===== src/verilog/sacs_pkg.sv =====
// Shared constants and types for the conversion sequencer and its host end
`default_nettype none
package sacs_pkg;

  // ********************************************************************
  // Clock and timing
  // ********************************************************************
  localparam int CLK_PERIOD_NS = 50;
  // Power-up pulse: least time, so round up
  localparam int POWERUP_NS = 1500;
  localparam int POWERUP_CYC = (POWERUP_NS + CLK_PERIOD_NS - 1) / CLK_PERIOD_NS;
  // Conversion period of the on-chip oscillator model
  localparam int CONV_NS = 4500;
  localparam int CONV_CYC = (CONV_NS + CLK_PERIOD_NS - 1) / CLK_PERIOD_NS;
  // Host wake pulse: kept at or below the power-up time, so round down
  localparam int WAKE_NS = 500;
  localparam int WAKE_CYC = WAKE_NS / CLK_PERIOD_NS;
  // Host spacing after a read before the next start edge
  localparam int READ_GAP_NS = 100;
  localparam int READ_GAP_CYC = (READ_GAP_NS + CLK_PERIOD_NS - 1) / CLK_PERIOD_NS;
  // Host low time on convert start and read strobe length
  localparam int START_LOW_CYC = 2;
  localparam int READ_CYC = 6;

  // ********************************************************************
  // Widths and reset values
  // ********************************************************************
  localparam int DATA_W = 8;
  localparam int CNT_W = 8;
  localparam logic [DATA_W-1:0] RESULT_RST = 8'h00;
  localparam logic [DATA_W-1:0] BUS_IDLE = 8'hff;

  // Device power and conversion states
  typedef enum logic [1:0] {
    SACS_DOWN = 2'b00,
    SACS_UP = 2'b01,
    SACS_CONV = 2'b10
  } sacs_dev_state_t;

  // Host sequencing states
  typedef enum logic [2:0] {
    SACS_H_IDLE = 3'b000,
    SACS_H_WAKE = 3'b001,
    SACS_H_LOW = 3'b010,
    SACS_H_BUSY_HI = 3'b011,
    SACS_H_BUSY_LO = 3'b100,
    SACS_H_READ = 3'b101,
    SACS_H_GAP = 3'b110
  } sacs_host_state_t;

endpackage : sacs_pkg
`default_nettype wire


===== src/verilog/sacs_link_if.sv =====
// Pin-level link between the converter and the host processor
`timescale 1ns/1ps
`default_nettype none
interface sacs_link_if
  import sacs_pkg::*;
();
  logic convert_start_n;
  logic chip_select_n;
  logic read_strobe_n;
  logic busy;
  logic [DATA_W-1:0] data_dev;
  logic data_oe;
  wire [DATA_W-1:0] data_bus;

  // Undriven bus floats to the pulled-up idle level
  assign data_bus = data_oe ? data_dev : BUS_IDLE;

  modport dev (
    input convert_start_n,
    input chip_select_n,
    input read_strobe_n,
    output busy,
    output data_dev,
    output data_oe
  );

  modport host (
    output convert_start_n,
    output chip_select_n,
    output read_strobe_n,
    input busy,
    input data_bus
  );
endinterface : sacs_link_if
`default_nettype wire


===== src/verilog/sacs_device.sv =====
// Converter end: power-up pulse, gated start, busy framing, output register
`timescale 1ns/1ps
`default_nettype none
module sacs_device
  import sacs_pkg::*;
#(
  parameter int PULSE_CYCLES = POWERUP_CYC,
  parameter int CONV_CYCLES = CONV_CYC
) (
  input wire logic clock,
  input wire logic rst,
  sacs_link_if.dev link,
  input wire logic [DATA_W-1:0] sample_code,
  output logic powered_down,
  output logic high_speed,
  output logic [DATA_W-1:0] result
);

  // ********************************************************************
  // State record
  // ********************************************************************
  typedef struct packed {
    sacs_dev_state_t state;
    logic start_prev;
    logic gated_prev;
    logic [CNT_W-1:0] pulse_cnt;
    logic [CNT_W-1:0] conv_cnt;
    logic [DATA_W-1:0] held;
    logic [DATA_W-1:0] result;
    logic busy;
    logic drive_en;
    logic power_down;
    logic high_speed;
  } sacs_dev_st_t;

  localparam logic [CNT_W-1:0] PULSE_LOAD = CNT_W'(PULSE_CYCLES);
  localparam logic [CNT_W-1:0] CONV_LOAD = CNT_W'(CONV_CYCLES);

  sacs_dev_st_t st_ff;
  sacs_dev_st_t nxt_st;

  // ********************************************************************
  // Pin synchronisers
  // ********************************************************************
  logic [2:0] pins_raw;
  logic [2:0] pins_sync;
  logic start_lvl;
  logic select_n;
  logic read_n;

  assign pins_raw = {link.convert_start_n, link.chip_select_n, link.read_strobe_n};

  // Start idles low at power-on; strobes idle high
  sacs_sync2 #(
    .W(3),
    .RST_VAL(3'h3)
  ) u_pin_sync (
    .clock(clock),
    .rst(rst),
    .d(pins_raw),
    .q(pins_sync)
  );

  assign start_lvl = pins_sync[2];
  assign select_n = pins_sync[1];
  assign read_n = pins_sync[0];

  // ********************************************************************
  // Derived events
  // ********************************************************************
  logic start_rise;
  logic pulse_on;
  logic gated;
  logic gated_fall;
  logic conv_done;

  // Edge detectors look only at the second synchroniser stage
  assign start_rise = start_lvl & ~st_ff.start_prev;
  assign pulse_on = (st_ff.pulse_cnt != '0);
  assign gated = start_lvl | pulse_on;
  assign gated_fall = st_ff.gated_prev & ~gated;
  assign conv_done = (st_ff.state == SACS_CONV) && (st_ff.conv_cnt == CNT_W'(1));

  // ********************************************************************
  // Next-state logic
  // ********************************************************************
  always_comb
  begin
    nxt_st = st_ff;
    nxt_st.start_prev = start_lvl;
    nxt_st.gated_prev = gated;

    // Each rising start edge reloads the power-up pulse
    if (start_rise)
    begin
      nxt_st.pulse_cnt = PULSE_LOAD;
    end
    else if (pulse_on)
    begin
      nxt_st.pulse_cnt = st_ff.pulse_cnt - CNT_W'(1);
    end

    unique case (st_ff.state)
      SACS_DOWN:
      begin
        // Low-current state; only a rising start edge wakes it
        if (start_rise)
        begin
          nxt_st.state = SACS_UP;
          nxt_st.power_down = 1'b0;
        end
      end
      SACS_UP:
      begin
        // The gated signal falls on whichever of pulse end or pin fall is later,
        // which covers both the start-already-low and start-still-high cases
        if (gated_fall)
        begin
          nxt_st.state = SACS_CONV;
          nxt_st.busy = 1'b1;
          nxt_st.held = sample_code;
          nxt_st.conv_cnt = CONV_LOAD;
          nxt_st.drive_en = 1'b0;
        end
      end
      SACS_CONV:
      begin
        nxt_st.conv_cnt = st_ff.conv_cnt - CNT_W'(1);
        if (conv_done)
        begin
          nxt_st.busy = 1'b0;
          nxt_st.result = st_ff.held;
          if (start_lvl)
          begin
            nxt_st.state = SACS_UP;
            nxt_st.high_speed = 1'b1;
          end
          else
          begin
            nxt_st.state = SACS_DOWN;
            nxt_st.high_speed = 1'b0;
            nxt_st.power_down = 1'b1;
          end
        end
      end
      default:
      begin
        nxt_st.state = SACS_DOWN;
        nxt_st.power_down = 1'b1;
      end
    endcase

    // Read port works in every state but conversion, power-down included; it stays reset
    // for the whole busy frame so a stray read never sees a half result
    if (!nxt_st.busy)
    begin
      nxt_st.drive_en = ~select_n & ~read_n;
    end
    else
    begin
      nxt_st.drive_en = 1'b0;
    end
  end

  // ********************************************************************
  // State register
  // ********************************************************************
  always_ff @(posedge clock or posedge rst)
  begin
    if (rst)
    begin
      st_ff.state <= SACS_DOWN;
      st_ff.start_prev <= 1'b0;
      st_ff.gated_prev <= 1'b0;
      st_ff.pulse_cnt <= '0;
      st_ff.conv_cnt <= '0;
      st_ff.held <= RESULT_RST;
      st_ff.result <= RESULT_RST;
      st_ff.busy <= 1'b0;
      st_ff.drive_en <= 1'b0;
      st_ff.power_down <= 1'b1;
      st_ff.high_speed <= 1'b0;
    end
    else
    begin
      st_ff <= nxt_st;
    end
  end

  // ********************************************************************
  // Outputs, all straight from the state record
  // ********************************************************************
  // Data lines always carry the output register; the enable gates the bus
  assign link.busy = st_ff.busy;
  assign link.data_dev = st_ff.result;
  assign link.data_oe = st_ff.drive_en;
  assign powered_down = st_ff.power_down;
  assign high_speed = st_ff.high_speed;
  assign result = st_ff.result;

endmodule : sacs_device
`default_nettype wire


===== src/verilog/sacs_sync2.sv =====
// Two-stage synchroniser for pin inputs
`timescale 1ns/1ps
`default_nettype none
module sacs_sync2
  import sacs_pkg::*;
#(
  parameter int W = 1,
  parameter logic [W-1:0] RST_VAL = '0
) (
  input wire logic clock,
  input wire logic rst,
  input wire logic [W-1:0] d,
  output logic [W-1:0] q
);

  typedef struct packed {
    logic [W-1:0] meta;
    logic [W-1:0] stage;
  } sacs_sync_st_t;

  sacs_sync_st_t st_ff;
  sacs_sync_st_t nxt_st;

  // First stage feeds only the second
  always_comb
  begin
    nxt_st.meta = d;
    nxt_st.stage = st_ff.meta;
  end

  always_ff @(posedge clock or posedge rst)
  begin
    if (rst)
    begin
      st_ff <= {RST_VAL, RST_VAL};
    end
    else
    begin
      st_ff <= nxt_st;
    end
  end

  assign q = st_ff.stage;

endmodule : sacs_sync2
`default_nettype wire


===== src/flat_wrapper.sv =====
// flat-port wrapper written by rule: the top's interface ports become plain ports
module sacs_device_flat import sacs_pkg::*;
#(
  parameter int PULSE_CYCLES = POWERUP_CYC,
  parameter int CONV_CYCLES = CONV_CYC
)
  (clock, rst, sample_code, powered_down, high_speed, result, link_convert_start_n, link_chip_select_n, link_read_strobe_n, link_busy, link_data_dev, link_data_oe);
  sacs_link_if link_i ();
  input wire logic clock;
  input wire logic rst;
  input wire logic [DATA_W-1:0] sample_code;
  output logic powered_down;
  output logic high_speed;
  output logic [DATA_W-1:0] result;
  input wire logic [$bits(link_i.convert_start_n)-1:0] link_convert_start_n;
  input wire logic [$bits(link_i.chip_select_n)-1:0] link_chip_select_n;
  input wire logic [$bits(link_i.read_strobe_n)-1:0] link_read_strobe_n;
  output wire logic [$bits(link_i.busy)-1:0] link_busy;
  output wire logic [$bits(link_i.data_dev)-1:0] link_data_dev;
  output wire logic [$bits(link_i.data_oe)-1:0] link_data_oe;
  assign link_i.convert_start_n = link_convert_start_n;
  assign link_i.chip_select_n = link_chip_select_n;
  assign link_i.read_strobe_n = link_read_strobe_n;
  assign link_busy = link_i.busy;
  assign link_data_dev = link_i.data_dev;
  assign link_data_oe = link_i.data_oe;
  sacs_device #(.PULSE_CYCLES(PULSE_CYCLES), .CONV_CYCLES(CONV_CYCLES)) u_core (.clock(clock), .rst(rst), .link(link_i), .sample_code(sample_code), .powered_down(powered_down), .high_speed(high_speed), .result(result));
endmodule

===== config.mk =====
export PLATFORM = sky130hd
export DESIGN_NAME = sacs_device_flat
export DESIGN_NICKNAME = d
export VERILOG_FILES = /design/src/verilog/sacs_pkg.sv /design/src/verilog/sacs_link_if.sv /design/src/verilog/sacs_device.sv /design/src/verilog/sacs_sync2.sv /design/src/flat_wrapper.sv
export SDC_FILE = /design/constraint.sdc
export NUM_CORES = 1
export LEC_CHECK = 0
export BUFFER_PORTS_ARGS = -buffer_cell sky130_fd_sc_hd__buf_4
export CAP_MARGIN = 25
export CORE_ASPECT_RATIO = 1.4
export CORE_MARGIN = 1.5
export CORE_UTILIZATION = 55
export DETAILED_ROUTE_END_ITERATION = 8
export PLACE_DENSITY = 0.77
export SETUP_SLACK_MARGIN = 0.05
export SLEW_MARGIN = 20
export SYNTH_ARGS = -nofsm -noshare
export SYNTH_HDL_FRONTEND = slang
export SYNTH_HIERARCHICAL = 1
export SYNTH_SLANG_ARGS = --single-unit

===== constraint.sdc =====
create_clock -name clock -period 3.12 [get_ports clock]
set_input_delay 0.936 -clock clock [delete_from_list [all_inputs] [get_ports clock]]
set_output_delay 0.936 -clock clock [all_outputs]
set_load 0.005 [all_outputs]

==> results_dict.tcl, run 1 <==
set metrics [dict create \
    synth_top_area_share_pct 46.9 \
    rr_endpoint "u_core/st_ff[25]$_DFFE_PP0P_" \
    synth_nets 210 \
    synth_top_area_cell "dfrtp_1" \
    io_buffers 32 \
    post_cts_buffers 0 \
    hold_end "u_core/u_pin_sync/q[1]$_DFF_PP1_" \
    cp_slowest_stage_delay_ps 560 \
    initial_core_util_pct 58.5 \
    synthDistinctLibCells 42 \
    hold_class "register to register" \
    drive_above_1_share_pct 32.7 \
    syn_inst 190 \
    clock_skew_ps 5.09 \
    clk-insertion-delay-late_ps 290 \
    cts_tree "built" \
    hpwl_mm 2.71 \
    num_rows 26 \
    ctsLongestPathBuffers 2 \
    clock_sinks 46 \
    setup_viol 0 \
    r2r_slack_ps 780 \
    end_kind "register" \
    clockRootBuffer "clkbuf_8" \
    fmax_ghz 0.427 \
    routed_wl_mm 3.63 \
    swShare_pct 28.7 \
    n_antenna_cell 0 \
    die_x_um 56.3 \
    area_growth_pct 12.5 \
    worst_pin_slew_ps 601 \
    peakVddDrop_v 0.000537 \
    overflow 0 \
    r2r-start "u_core/st_ff[28]$_DFFE_PP0P_" \
    die_area_sq_mm 0.00437 \
    wl_per_cell_um 14.3 \
    ys_top_cells_by_area "dfrtp_1 (47%), mux2_2 (9.3%), dfstp_2 (6.0%)" \
    grt_pass1_wl_mm 6.33 \
    drtIter0Drc 46 \
    cts_hold_buf 0 \
    p_seq_share_pct 50.3 \
    finalNetCount 230 \
    min_period_over_period_pct 75.0 \
    p_comb_share_pct 20.4 \
    worst-path-max-fanout 8 \
    slew_violations 0 \
    core_area_sq_mm 0.00374 \
    drtPass1Iterations 4 \
    yosysWarnings 6 \
    ys_seq_area_share_pct 52.9 \
    grt_max_degree 41 \
    slew_headroom_pct 59.8 \
    internal_power_mw 1.03 \
    path_clk_slew_ps 80 \
    cp-start-kind "register" \
    cp.arrival_ps 2520 \
    reg2reg_depth 6 \
    ant_nets 0 \
    slowest_stage "o41ai_4" \
    place.gp.congestion 0.793 \
    cp.required_ps 3300 \
    ys.flop_type "dfrtp_1" \
    synth_edf_count 0 \
    fin_crit_ps 2340 \
    drv_cap 0 \
    async_reset_ff_share_pct 100 \
    via_per_inst 5.73 \
    cts_buffers 5 \
    postSynthAreaPerCell_sq_um 11.5 \
    hold_viol 0 \
    ys_seq_elements 46 \
    vias 1449 \
    p_sw_uw 413 \
    antenna_found_initial 0 \
    first_global_vias 1432 \
    io_pins 33 \
    whs_path_depth 0 \
    status "finished clean" \
    power_density_mw_per_mm2 586 \
    grt_usage_pct 18.5 \
    pwr-share-clk_pct 29.2 \
    die_h_um 77.7 \
    critical_path.cell_chain "inv_1, ha_1, or3b_1, o41ai_4, a21bo_1, a22o_1" \
    critPathKind "register to register" \
    hold_ws_ps 363 \
    rsz0062_at_grt "no" \
    fin_setup_tns_ps 0 \
    cts-resized-gates 0 \
    htreeDepth 2 \
    hold_start "u_core/u_pin_sync/nxt_st[1]$_DFF_PP1_" \
    synth_area_sq_mm 0.00219 \
    leakage_nw 1.21 \
    fillCellCount 274 \
    drc 0 \
]
-- per-stage QoR --
step / instances / power [mW] / utilization (%) / setup slack [ps] / instance area, sq um
detailed placement: 245 / 1.03 / 62.9 / 809 / 2350
floorplan: 190 / 0.946 / - / 990 / 2190
global placement: 245 / 1.01 / 62.9 / 873 / 2350
global route: 253 / 1.53 / 65.8 / 645 / 2460
finish: 253 / 1.44 / 65.8 / 780 / 2460
CTS: 253 / 1.45 / 65.8 / 790 / 2460
-- registers in the layout, indices dropped and copies added (netlist names) --
register / count
u_core/high_speed: 1
u_core/link.busy: 1
u_core/link.data_dev: 8
u_core/link.data_oe: 1
u_core/powered_down: 1
u_core/st_ff: 28
u_core/u_pin_sync/nxt_st: 3
u_core/u_pin_sync/q: 3
-- cells in the mapped netlist (2+ instances only) --
master	number
a2111oi_0	2
a21oi_1	8
a22o_1	3
a31oi_1	5
buf_2	2
buf_4	16
clkbuf_1	2
dfrtp_1	41
dfstp_2	5
ha_1	7
inv_1	12
mux2_2	18
nand2_1	8
nand2b_1	4
nand3_1	2
nand4_1	2
nor2_1	10
nor2b_1	3
nor3_1	7
nor4_1	3
o21ai_0	5
o31ai_1	3
or3_1	2
xnor2_1	2
-- cell type report --
type / count / area [sq um] / area share [%]
sequential: 46 / 1160 / 47.0
multi-input combinational: 112 / 850 / 34.5
timing repair buffer: 33 / 248 / 10.1
clock buffer: 6 / 72.6 / 2.95
tap: 42 / 52.6 / 2.13
inverter: 12 / 45.0 / 1.83
clock inverter: 2 / 37.5 / 1.52
-- worst max path at each step --
stage | startpoint | endpoint | depth (start not counted)
after CTS | u_core/st_ff[28]$_DFFE_PP0P_ | u_core/st_ff[25]$_DFFE_PP0P_ | 6
after global routing | u_core/st_ff[28]$_DFFE_PP0P_ | u_core/st_ff[25]$_DFFE_PP0P_ | 6
final | u_core/st_ff[28]$_DFFE_PP0P_ | u_core/st_ff[25]$_DFFE_PP0P_ | 6
after floorplan | u_core/st_ff[28]$_DFFE_PP0P_ | u_core/st_ff[25]$_DFFE_PP0P_ | 7
after global placement | u_core/st_ff[28]$_DFFE_PP0P_ | u_core/st_ff[25]$_DFFE_PP0P_ | 6
after detailed placement | u_core/st_ff[28]$_DFFE_PP0P_ | u_core/st_ff[25]$_DFFE_PP0P_ | 6
-- cells by family after synthesis --
kind of cell	count (synthesis)	synth area share, %
multiplexers	19	9.71
buffers and inverters	32	8.34
adder cells (fa/ha/maj)	7	4.00
AO/OA/AOI/OAI	33	11.1
AND/OR/NAND/NOR	50	12.8
flip-flops	46	52.9
XOR/XNOR	3	1.20
-- layout by cell type (no fill, tap or decap), drive strengths merged, types with 2 or more instances in the layout --
cell     synthesis  final
dfstp            5      5
buf             18     33
nand3            2      2
dfrtp           41     41
ha               7      7
nand2b           4      4
nand4            2      2
a31oi            5      5
a22o             3      3
nor2b            3      3
or3b             2      2
inv             12     12
xnor2            2      2
a2111oi          2      2
nand2            8      8
or3              3      3
clkbuf           2      6
o21ai            5      5
nor2            10     10
nor4             3      3
and2             2      2
o31ai            3      3
mux2            18     18
nor3             8      8
or4              2      2
a21oi            8      8
-- critical path, delay by kind of cell (launching register included) --
kind	cells	cell delay [ps]
buf+inv	1	70
simple gates	1	500
flops	1	420
fa+ha+maj	1	190
compound gates	3	1050
-- power groups by stage --
stage	clock network (mW)	registers [mW]	logic, mW
final	0.421	0.726	0.295
after global placement	0	0.728	0.280
after detailed placement	0	0.735	0.293
after floorplan	0	0.718	0.228
after global routing	0.458	0.735	0.338
after CTS	0.435	0.724	0.295
-- routing by layer --
| layer | share of wire, % | track usage [%] | vias up | wire (um) |
|---|---|---|---|---|
| met5 | 0 | 0 | - | 0 |
| met4 | 1.7 | 7.38 | 0 | 63 |
| met3 | 4.1 | 4.00 | 8 | 148 |
| met2 | 53 | 32.6 | 43 | 1930 |
| met1 | 41 | 21.7 | 703 | 1490 |
| li1 | - | - | 695 | - |
(Power assumes the default switching activity.)
==> inputs of run 2 (changes only) <==
==> constraint.sdc (replaced) <==
create_clock -name clock -period 2.4 [get_ports clock]
set_input_delay 0.72 -clock clock [delete_from_list [all_inputs] [get_ports clock]]
set_output_delay 0.72 -clock clock [all_outputs]
set_load 0.005 [all_outputs]
==> run 2 against run 1 <==
Hold slack lost 35 ps. Critical path depth unchanged. Global-route usage rose by 2.1 points. Wire length rose by 8.1%. Sequential power rose by 30%. Fmax rose by 5.6%. Clock skew is 2.4 ps higher. Power grew 29%. Cell count rose by 1.6%. Die area did not move. First-iteration DRC count down 17%. Largest cell class unchanged. Highest routed layer unchanged.
==> results_dict.tcl, run 2 (same netlist as run 1, synthesis figures left out) <==
set metrics [dict create \
    status "finished clean" \
    clock_skew_ps 7.47 \
    cp.arrival_ps 2410 \
    rsz0062_at_grt "no" \
    clockRootBuffer "clkbuf_8" \
    fin_setup_tns_ps 0 \
    worstSetupStartpoint "u_core/st_ff[28]$_DFFE_PP0P_" \
    drtPass1Iterations 4 \
    drc 0 \
    hold_viol 0 \
    htreeDepth 2 \
    vias 1487 \
    die_area_sq_mm 0.00437 \
    area_growth_pct 13.6 \
    wl_met1_mm 1.49 \
    drtIter0Drc 38 \
    worst-path-stages 6 \
    io_pins 33 \
    overflow 0 \
    crit_buf_inv 1 \
    rr_endpoint "u_core/st_ff[25]$_DFFE_PP0P_" \
    dr_wl_met2_mm 2.18 \
    fin_crit_ps 2220 \
    n_antenna_cell 0 \
    worst-path-max-fanout 8 \
    worst_pin_slew_ps 553 \
    hold_class "primary input to asynchronous set/reset pin" \
    final_cell_mix "dfrtp_1 (41), buf_4 (37), mux2_2 (18)" \
    die_h_um 77.7 \
    slew_headroom_pct 63.1 \
    layout.cells.most_common "dfrtp_1" \
    cts_buffers 5 \
    path_clk_slew_ps 80 \
    setup_viol 0 \
    cp-start-kind "register" \
    design_area_sq_mm 0.00249 \
    fmax_ghz 0.451 \
    finalNetCount 234 \
    place.gp.congestion 0.820 \
    initial_core_util_pct 58.5 \
    grt_max_degree 41 \
    ctsLongestPathBuffers 2 \
    largest_reg_flops 28 \
    io_buffers 32 \
    drv_cap 0 \
    core_area_sq_mm 0.00374 \
    clock_sinks 46 \
    num_rows 26 \
    routed_wl_mm 3.92 \
    r2r_slack_ps 180 \
    min_period_over_period_pct 92.3 \
    via_per_inst 5.79 \
    power_density_mw_per_mm2 748 \
    first_global_vias 1587 \
    regMostFlops "u_core/st_ff" \
    cts_tree "built" \
    antenna_found_initial 0 \
    crit_path_end "u_core/st_ff[25]$_DFFE_PP0P_" \
    clk-insertion-delay-late_ps 300 \
    cp_slowest_stage_delay_ps 510 \
    die_x_um 56.3 \
    grt_usage_pct 20.6 \
    r2r-start "u_core/st_ff[28]$_DFFE_PP0P_" \
    hold_ws_ps 328 \
    wl_met3_um 160 \
    critPathKind "register to register" \
    slew_violations 0 \
    leakage_nw 1.23 \
    dpl_cell_area_sq_mm 0.00238 \
    fillCellCount 271 \
    critical_path.cell_chain "inv_1, ha_1, or3b_1, o41ai_4, a21bo_1, a22o_1" \
    slowest_stage "o41ai_4" \
    reg2reg_depth 6 \
    ant_nets 0 \
    hpwl_mm 2.93 \
    end_kind "register" \
    wl_per_cell_um 15.3 \
    drive_above_1_share_pct 34.4 \
    cp.required_ps 2590 \
    grt_pass1_wl_mm 6.98 \
    path_delay_family "compound AO/OA/AOI/OAI gates" \
    peakVddDrop_v 0.000636 \
    topRoutingLayerUsed "met4" \
]
[run 2: changes by cell type in the layout (fill, tap and decap cells not counted), sizes merged]
cell / previous run / this run
clkbuf: 6 / 7
clkinv: 0 / 1
clkinvlp: 1 / 0
buf: 33 / 37
bufinv: 1 / 0
[run 2: final cells by class]
type	count	area (sq um)	share of cell area (%)
clock buffers	7	96.3	3.87
clock inverters	1	8.76	0.352
repair buffers	37	278	11.2
flip-flops and latches	46	1160	46.5
well taps	42	52.6	2.11
multi-input cells	112	850	34.2
inverters	12	45.0	1.81
[run 2: where the power goes]
group | internal [mW] | switching [mW] | total (mW) | leakage [nW]
clock | 0.264 | 0.251 | 0.515 | 0.0544
sequential | 0.857 | 0.0904 | 0.947 | 0.592
combinational | 0.177 | 0.222 | 0.398 | 0.583
[run 2: how the worst min path moves through the flow]
stage	depth (start not counted)	end	from	slack, ps
floorplan	0	u_core/u_pin_sync/q[2]$_DFF_PP0_	u_core/u_pin_sync/nxt_st[2]$_DFF_PP0_	330
global placement	0	u_core/u_pin_sync/q[2]$_DFF_PP0_	u_core/u_pin_sync/nxt_st[2]$_DFF_PP0_	330
detailed placement	0	u_core/u_pin_sync/q[1]$_DFF_PP1_	u_core/u_pin_sync/nxt_st[1]$_DFF_PP1_	350
CTS	2	u_core/u_pin_sync/nxt_st[2]$_DFF_PP0_	rst	330
global route	2	u_core/u_pin_sync/q[2]$_DFF_PP0_	rst	340
finish	2	u_core/u_pin_sync/nxt_st[2]$_DFF_PP0_	rst	330
[run 2: per-stage QoR]
stage	utilization, %	cells	setup slack [ps]	power [mW]
final	66.5	257	184	1.86
after detailed placement	63.7	249	161	1.36
after floorplan	-	190	270	1.23
after global placement	63.7	249	217	1.32
after CTS	66.5	257	141	1.87
after global routing	66.5	257	77.6	1.97
[run 2: repair_timing]
item | 4_1_cts | 5_1_grt
hold buffers | 0 | 0
hold endpoints to repair | 0 | 0
resized for setup | 0 | 0
setup endpoints to repair | 0 | 1
setup buffers | 0 | 0
[run 2: metal layers]
metal / global-route usage [%] / up-vias
met5: 0 / -
met4: 10.7 / 0
met3: 3.50 / 7
met2: 38.0 / 43
met1: 22.1 / 736
li1: - / 701
